**config.mk**
```make
export PLATFORM = sky130hd
export DESIGN_NAME = arr_result_regs
export DESIGN_NICKNAME = d
export VERILOG_FILES = /design/src/hdl/arr_pkg.sv /design/src/hdl/arr_res_if.sv /design/src/hdl/arr_rd_mux.sv /design/src/hdl/arr_result_regs.sv
export VERILOG_INCLUDE_DIRS = /design/src /design/src/hdl
export SDC_FILE = /design/constraint.sdc
export NUM_CORES = 1
export LEC_CHECK = 0
export ABC_CLOCK_PERIOD_IN_PS = 4000
export BUFFER_PORTS_ARGS = -buffer_cell sky130_fd_sc_hd__clkbuf_2
export CAP_MARGIN = 10
export CORE_MARGIN = 4
export CORE_UTILIZATION = 35
export CTS_BUF_LIST = sky130_fd_sc_hd__clkbuf_8
export DETAILED_ROUTE_END_ITERATION = 10
export HOLD_SLACK_MARGIN = 0.08
export MAX_ROUTING_LAYER = met4
export PLACE_DENSITY = 0.62
export SLEW_MARGIN = 20
export SYNTH_ARGS = -nofsm -noshare
export SYNTH_HDL_FRONTEND = slang
export SYNTH_SLANG_ARGS = --single-unit
```
**constraint.sdc**
```tcl
create_clock -name clk -period 4 [get_ports clk]
set_input_delay 1.2 -clock clk [delete_from_list [all_inputs] [get_ports clk]]
set_output_delay 1.2 -clock clk [all_outputs]
set_load 0.01 [all_outputs]
```
**src/hdl/arr_params.svh**
```systemverilog
// constants for the converter result register bank
`ifndef ARR_PARAMS_SVH
`define ARR_PARAMS_SVH
`define ARR_OFS_IIN_HI 8'h17
`define ARR_OFS_IIN_LO 8'h18
`define ARR_OFS_ICHG_HI 8'h19
`define ARR_OFS_ICHG_LO 8'h1a
`define ARR_OFS_VIN_HI 8'h1b
`define ARR_OFS_VIN_LO 8'h1c
`define ARR_RESET_BYTE 8'h00
`define ARR_RESET_WORD 16'h0000
`define ARR_ICHG_RSVD_MASK 8'h7f
`define ARR_SIGN_BIT 15
`endif

```
**src/hdl/arr_pkg.sv**
```systemverilog
// types for the converter result register bank
package arr_pkg;
  typedef enum logic [2:0] {
    ARR_IDLE = 3'b001,
    ARR_CONT = 3'b010,
    ARR_DONE = 3'b100
  } arr_state_t;
  typedef logic [15:0] arr_word_t;
endpackage

```
**src/hdl/arr_res_if.sv**
```systemverilog
// result words passed from the main module to the read mux
`timescale 1ns/1ps
interface arr_res_if;
  logic [15:0] iin;  // input current result
  logic [15:0] ichg; // charge current result
  logic [15:0] vin;  // input voltage result
  modport src (output iin, output ichg, output vin);
  modport dst (input iin, input ichg, input vin);
endinterface

```
**src/hdl/arr_rd_mux.sv**
```systemverilog
// read-side decode of the result register bytes
`timescale 1ns/1ps
`include "arr_params.svh"
module arr_rd_mux
  import arr_pkg::*;
(
  arr_res_if.dst res,
  input wire logic [7:0] addr,
  output logic [7:0] data,
  output logic hit
);
  // bit 7 of the charge high byte is reserved and masked to zero
  wire [7:0] ichg_hi = res.ichg[15:8] & `ARR_ICHG_RSVD_MASK;
  always_comb begin
    hit = 1'b1;
    case (addr)
      `ARR_OFS_IIN_HI: data = res.iin[15:8];
      `ARR_OFS_IIN_LO: data = res.iin[7:0];
      `ARR_OFS_ICHG_HI: data = ichg_hi;
      `ARR_OFS_ICHG_LO: data = res.ichg[7:0];
      `ARR_OFS_VIN_HI: data = res.vin[15:8];
      `ARR_OFS_VIN_LO: data = res.vin[7:0];
      default: begin
        data = `ARR_RESET_BYTE;
        hit = 1'b0;
      end
    endcase
  end
endmodule

```
**src/hdl/arr_result_regs.sv**
```systemverilog
// converter result register bank, read-only bytes behind the host port
`timescale 1ns/1ps
`include "arr_params.svh"
module arr_result_regs
  import arr_pkg::*;
(
  clk,
  sys_rst,
  clk_en,
  reg_rst,
  wdog_expire,
  conv_en,
  conv_rate,
  conv_start,
  sample_valid,
  sample_iin,
  sample_ichg,
  sample_vin,
  rd_en,
  wr_en,
  addr,
  wdata,
  rdata,
  rd_hit,
  conv_busy
);
  input wire logic clk;
  input wire logic sys_rst;            // synchronous, active high
  input wire logic clk_en;             // low freezes all state; resets still clear
  input wire logic reg_rst;            // register-default reset
  input wire logic wdog_expire;        // watchdog expiry, no effect here
  input wire logic conv_en;            // converter enable bit
  input wire logic conv_rate;          // 0 continuous, 1 one-shot
  input wire logic conv_start;         // one-shot request pulse
  input wire logic sample_valid;       // converter has a fresh sample
  input wire logic [15:0] sample_iin;  // signed, into pin positive
  input wire logic [15:0] sample_ichg;
  input wire logic [15:0] sample_vin;  // two's complement
  input wire logic rd_en;              // host read strobe
  input wire logic wr_en;              // host write strobe, ignored
  input wire logic [7:0] addr;
  input wire logic [7:0] wdata;        // ignored, bank is read-only
  output logic [7:0] rdata;
  output logic rd_hit;
  output logic conv_busy;              // one-shot pending

  arr_res_if res ();                   // result words to the read mux
  arr_word_t iin_r, ichg_r, vin_r;     // stored results
  arr_state_t st_r, st_nxt;            // refresh sequencer
  logic [7:0] rdata_r, mux_data;
  logic rd_hit_r, mux_hit, busy_r;
  logic clr;                           // any clearing reset
  logic take;                          // capture this sample

  assign clr = sys_rst | reg_rst;
  // watchdog and writes never reach the result storage
  assign take = conv_en && sample_valid &&
                (st_r == ARR_CONT);
  assign res.iin = iin_r;
  assign res.ichg = ichg_r;
  assign res.vin = vin_r;

  // sequencer: continuous mode stays in CONT, one-shot waits for start
  always_comb begin
    st_nxt = st_r;
    case (st_r)
      ARR_IDLE: begin
        if (conv_en && (!conv_rate || conv_start))
          st_nxt = ARR_CONT;
      end
      ARR_CONT: begin
        if (!conv_en)
          st_nxt = ARR_IDLE;
        else if (sample_valid && conv_rate)
          st_nxt = ARR_DONE;
      end
      ARR_DONE: st_nxt = ARR_IDLE;
      default: st_nxt = ARR_IDLE;
    endcase
  end

  // result capture; stale values hold while disabled
  always_ff @(posedge clk) begin
    if (clr) begin
      iin_r <= `ARR_RESET_WORD;
      ichg_r <= `ARR_RESET_WORD;
      vin_r <= `ARR_RESET_WORD;
      st_r <= ARR_IDLE;
    end else if (clk_en) begin
      st_r <= st_nxt;
      if (take) begin
        iin_r <= sample_iin;
        ichg_r <= sample_ichg;
        vin_r <= sample_vin;
      end
    end
  end

  arr_rd_mux u_mux (
    .res(res.dst),
    .addr(addr),
    .data(mux_data),
    .hit(mux_hit)
  );

  // registered read answer, one cycle after the strobe
  always_ff @(posedge clk) begin
    if (clr) begin
      rdata_r <= `ARR_RESET_BYTE;
      rd_hit_r <= 1'b0;
      busy_r <= 1'b0;
    end else if (clk_en) begin
      busy_r <= (st_nxt == ARR_CONT) && conv_rate;
      if (rd_en) begin
        rdata_r <= mux_data;
        rd_hit_r <= mux_hit;
      end
    end
  end
  assign rdata = rdata_r;
  assign rd_hit = rd_hit_r;
  assign conv_busy = busy_r;

  chk_rst_clears: assert property (@(posedge clk)
    $past(reg_rst) |-> (iin_r == `ARR_RESET_WORD &&
    vin_r == `ARR_RESET_WORD && ichg_r == `ARR_RESET_WORD))
    else $error("reset did not clear results");
  chk_dis_holds: assert property (@(posedge clk) disable iff (clr)
    (!conv_en && clk_en) |=> $stable(vin_r))
    else $error("result changed while disabled");
  // a low clock enable must freeze the stored current words
  chk_freeze_holds: assert property (@(posedge clk) disable iff (clr)
    !clk_en |=> ($stable(iin_r) && $stable(ichg_r)))
    else $error("result changed while frozen");
  chk_rsvd_zero: assert property (@(posedge clk) disable iff (clr)
    (rd_en && clk_en && addr == `ARR_OFS_ICHG_HI) |=> !rdata[7])
    else $error("reserved bit read as one");
  chk_lo_iin: assert property (@(posedge clk) disable iff (clr)
    (rd_en && clk_en && addr == `ARR_OFS_IIN_LO) |=>
    rdata == $past(iin_r[7:0]))
    else $error("input current low byte wrong");
  chk_hi_vin: assert property (@(posedge clk) disable iff (clr)
    (rd_en && clk_en && addr == `ARR_OFS_VIN_HI) |=>
    rdata == $past(vin_r[15:8]))
    else $error("voltage high byte wrong");
  chk_lo_vin: assert property (@(posedge clk) disable iff (clr)
    (rd_en && clk_en && addr == `ARR_OFS_VIN_LO) |=>
    rdata == $past(vin_r[7:0]))
    else $error("voltage low byte wrong");
  chk_hi_iin: assert property (@(posedge clk) disable iff (clr)
    (rd_en && clk_en && addr == `ARR_OFS_IIN_HI) |=>
    rdata == $past(iin_r[15:8]))
    else $error("input current high byte wrong");
  chk_lo_ichg: assert property (@(posedge clk) disable iff (clr)
    (rd_en && clk_en && addr == `ARR_OFS_ICHG_LO) |=>
    rdata == $past(ichg_r[7:0]))
    else $error("charge low byte wrong");
  chk_capture: assert property (@(posedge clk) disable iff (clr)
    (take && clk_en) |=> iin_r == $past(sample_iin))
    else $error("sample not captured");
  chk_sign_kept: assert property (@(posedge clk) disable iff (clr)
    (take && clk_en) |=> vin_r[15] == $past(sample_vin[15]))
    else $error("voltage sign lost");
endmodule

```
Word level (Yosys, flattened, before mapping)

Cells that the tools add are included.

Multiplexer cells: 6
Reductions and logical operators: 10
Bitwise gates (word level): 1
Equal/unequal tests: 9

Operators with widths:

| kind               | number |
|---|---|
| $eq 8x5->1 const B | 6 |
| $pmux 8 s6         | 1 |
| $mux 3             | 3 |
| $eq 3x2->1 const B | 2 |
| $pmux 3 s2         | 1 |
| $reduce_or 6->1    | 1 |
| $logic_and 1x1->1  | 5 |
| $reduce_and 2->1   | 2 |
| $eq 3x1->1 const B | 1 |
| $logic_not 1->1    | 1 |
| $logic_or 1x1->1   | 1 |
| $mux 1             | 1 |
| $or 1x1->1         | 1 |

Bits in registers: 60
Bits of input ports: 75

Logic depth before layout (Yosys ltp)

Word-level depth: 7
Depth in mapped cells: 6
Depth with buffers taken out: 4

Cells and area by module

Synthesis repeated with hierarchy kept, for this count alone.

Cells, all modules: 355
Area, all modules: 2925.3 um2

By module, submodules not included:

| module          | cells an instance | seq. area each (um2) | area an instance (um2) | instances |
|---|---|---|---|---|
| arr_result_regs | 287               | 1221.2               | 2441.1                 | 1 |
| arr_rd_mux      | 68                | 0.0                  | 484.2                  | 1 |

Worst setup path after synthesis

No wires, ideal clock.

Path kind: input -> register
Start: input port addr[1]
End: register rdata_r[0], in the netlist rdata[0]
Arrival: 2167 ps
Library setup time: 117 ps
Slack: 1716 ps
Required time: 3883 ps
Stages on the path: 5
Cells stage by stage: buf_6 mux4_1 inv_1 o22ai_1 a22o_1

Longest elaborated chain between the ends: 2

Ends and longest elaborated chain:

| what                   | RTL line               | RTL |
|---|---|---|
| start: declaration     | arr_result_regs.sv:41  | `input wire logic [7:0] addr;` |
| $eq 8x5->1             | arr_rd_mux.sv:16       | `case (addr)` |
| $pmux 8 s6 *           | arr_rd_mux.sv:16       |  |
| end signal: assignment | arr_result_regs.sv:109 | `` rdata_r <= `ARR_RESET_BYTE; `` |
| end signal: assignment | arr_result_regs.sv:115 | `rdata_r <= mux_data;` |
| end: declaration       | arr_result_regs.sv:50  | `logic [7:0] rdata_r, mux_data;` |

Every way passes the cells marked *; elsewhere a longest branch is shown, timed or not.
A chain may end at the register's enable or synchronous reset.

Worst setup path after layout

Start: input port conv_en
End: register ichg_r[4]

Longest elaborated chain between the ends: 3

Ends and longest elaborated chain:

| what                              | RTL line              | RTL |
|---|---|---|
| start: declaration                | arr_result_regs.sv:32 | `input wire logic conv_en;` |
| $logic_and 1x1->1 (2 in a row)    | arr_result_regs.sv:57 | `assign take = conv_en && sample_valid &&` |
| $reduce_and 2->1 (no source line) | --                    |  |
| end signal: assignment            | arr_result_regs.sv:86 | `` ichg_r <= `ARR_RESET_WORD; `` |
| end signal: assignment            | arr_result_regs.sv:93 | `ichg_r <= sample_ichg;` |
| end: declaration                  | arr_result_regs.sv:48 | `arr_word_t iin_r, ichg_r, vin_r;` |

Every way passes these cells.

==> flow_summary.toml <==
[worst_setup_path]
crit_slowest_cell = "and3_1"
reg2reg_from = "st_r[0]"
path_class = "in2reg"
cp-end-kind = "flop"
start_kind = "input pin"
cp_slowest_stage_delay_ps = 720
cp_max_fo = 27
critPathTopFamily = "simple AND/OR/NAND/NOR gates"
cp.buffers_inverters = 2
path_cells = "clkbuf_2, and4bb_2, and3_1, buf_12, nand2_1, a21oi_1"
required_ps = 4260
reg2reg_depth = 5
arrival_ps = 2750
cp-startpoint = "conv_en"
worstSetupPathDepth = 6

[status]
status = "complete, no violations"

[logic_synthesis]
syn_inst = 297
synth_nets = 372
synth-seq-area-share_pct = 46.9
ys.flop_type = "dfxtp_1"
netlist_area_um2 = 2560
yosysWarnings = 0
synth.distinct_cells = 34
synth_edf_count = 0
postSynth.asyncResetShare_pct = 0
ys_ff_latch = 60
avgSynthCellArea_um2 = 8.63

[timing]
rsz0062_at_grt = "no"
setup_viol = 0
tightestPinTransition_ps = 836
fin_crit_ps = 2490
timing.hold.ws_ps = 453
max-slew-margin-rel_pct = 44.3
max_freq_mhz = 402
hold_violations = 0
maxSlewViolCount = 0
fin_tns_setup_ps = 0
fin_crit_sh_pct = 62.2
fin_skew_ps = 6.21

[floorplan]
die_h_um = 93.6
rows = 30
floorplan.core_area_um2 = 6940
io_pins = 85
die_area_um2 = 8760
die_x_um = 93.6
start_util_pct = 36.9

[grt]
track_usage_pct = 15.9
grt_pass1_vias = 2215
globalRouteOverflowTotal = 0
grt_max_degree = 51
antenna_found_initial = 0
grt_pass1_wl_um = 10400

[min_path]
min_from = "ichg_r[6]"
hp-class = "reg2reg"
holdPathStages = 2

[clock_network]
clock_path_buffers = 2
cts_root_buffer = "clkbuf_8"
cts_hold_buf = 0
cts_made_buffers = 9
cts_setup_buffers = 0
clock_latency_ps = 340
cts.sinks = 60
cts-htree-levels = 3
ctsResizeCount = 0
cts_tree = "yes"
clkSlewWorstSetupHoldPaths_ps = 60

[cells_and_area]
fill_cells = 719
fin_cells = 465
synthToLayoutAreaGrowth_pct = 24.2
antennaDiodeCount = 0
final_nets = 439
drive_above_1_share_pct = 27.4

[drt]
dr.pass1.iters = 4
ant_nets = 0
drc = 0
vias = 2238
totalWireLength_um = 6390
via_per_inst = 4.81
avgRoutedWirePerCell_um = 13.7
drt_iter0_markers = 132

[pwr]
vdd_drop_max_v = 0.000161
power_density_nw_per_um2 = 395
leakage_nw = 1.18

[place]
hpwl_um = 4560
portBuffers = 73
dpl.cell_count = 449
gp_congestion = 0.857

[job]
cap_violations = 0
cells in the mapped netlist, drive strengths merged, types with 3 or more instances:
cell type / count / area, um^2
nand2: 99 / 372
dfxtp: 60 / 1200
a21oi: 50 / 262
buf: 12 / 87.6
a22oi: 9 / 67.6
a22o: 8 / 70.1
clkbuf: 8 / 30.0
inv: 8 / 30.0
o22ai: 8 / 50.1
mux4: 7 / 173
nor2: 5 / 18.8
nand2b: 3 / 18.8
where the power goes:
part | internal, mW | switching (mW)
clock network | 0.362 | 0.229
registers | 0.599 | 0.000907
logic | 0.0323 | 0.0355
total | 0.993 | 0.266
path summary, 6_finish.rpt:
path	to	slack, ps
worst max-delay path	ichg_r[4]	1510
worst min-delay path	ichg_r[6]	450
worst max register to register	ichg_r[4]	2070
worst min register to register	ichg_r[6]	450
kinds of logic after synthesis:
| kind of cell | Yosys count | synth area share (%) |
|---|---|---|
| AO/OA/AOI/OAI | 81 | 19.3 |
| buffers and inverters | 28 | 5.76 |
| flip-flops | 60 | 46.9 |
| multiplexers | 8 | 7.17 |
| AND/OR/NAND/NOR | 120 | 20.9 |
flip-flops by register name, indices dropped and copies added (netlist names):
name and cells:
iin_r 16, res.vin 16, ichg_r 15, rdata 8
st_r 3, conv_busy 1, rd_hit 1
metal layers:
metal,up-vias,wire (um),GRT usage [%]
li1,1154,-,-
met1,1001,2940,19.8
met2,73,2870,23.9
met3,10,449,5.55
met4,0,125,5.66
met5,-,0,-
layout by cell type (no fill, tap or decap), types with 4 or more instances in the layout:
master    instances
nand2_1          99
clkbuf_2         73
dfxtp_1          60
a21oi_1          49
inv_1            10
clkbuf_8         10
a22oi_1           9
o22ai_1           8
a22o_1            8
nor2_1            5
mux4_1            4
final cells by class:
cell class | count | area, um^2 | share of cell area (%)
repair buffers | 76 | 400 | 12.6
inverters | 8 | 30.0 | 0.943
well taps | 96 | 120 | 3.77
clock inverters | 6 | 80.1 | 2.51
flip-flops and latches | 60 | 1200 | 37.7
clock buffers | 10 | 138 | 4.32
multi-input cells | 209 | 1210 | 38.2
tightest hold or removal path: stages (launching register included):
cell,delay (ps)
dfxtp_1,310
nand2_1,50
a21oi_1,50
per-stage QoR:
stage / cell area [um^2] / power (mW) / setup slack (ps) / utilization, %
floorplan: 2560 / 0.643 / 1720 / -
global placement: 2970 / 0.681 / 1180 / 42.7
global route: 3180 / 1.31 / 1360 / 45.9
finish: 3180 / 1.26 / 1510 / 45.9
CTS: 3180 / 1.27 / 1490 / 45.9
detailed placement: 2970 / 0.682 / 1150 / 42.7
(Power assumes the default switching activity.)
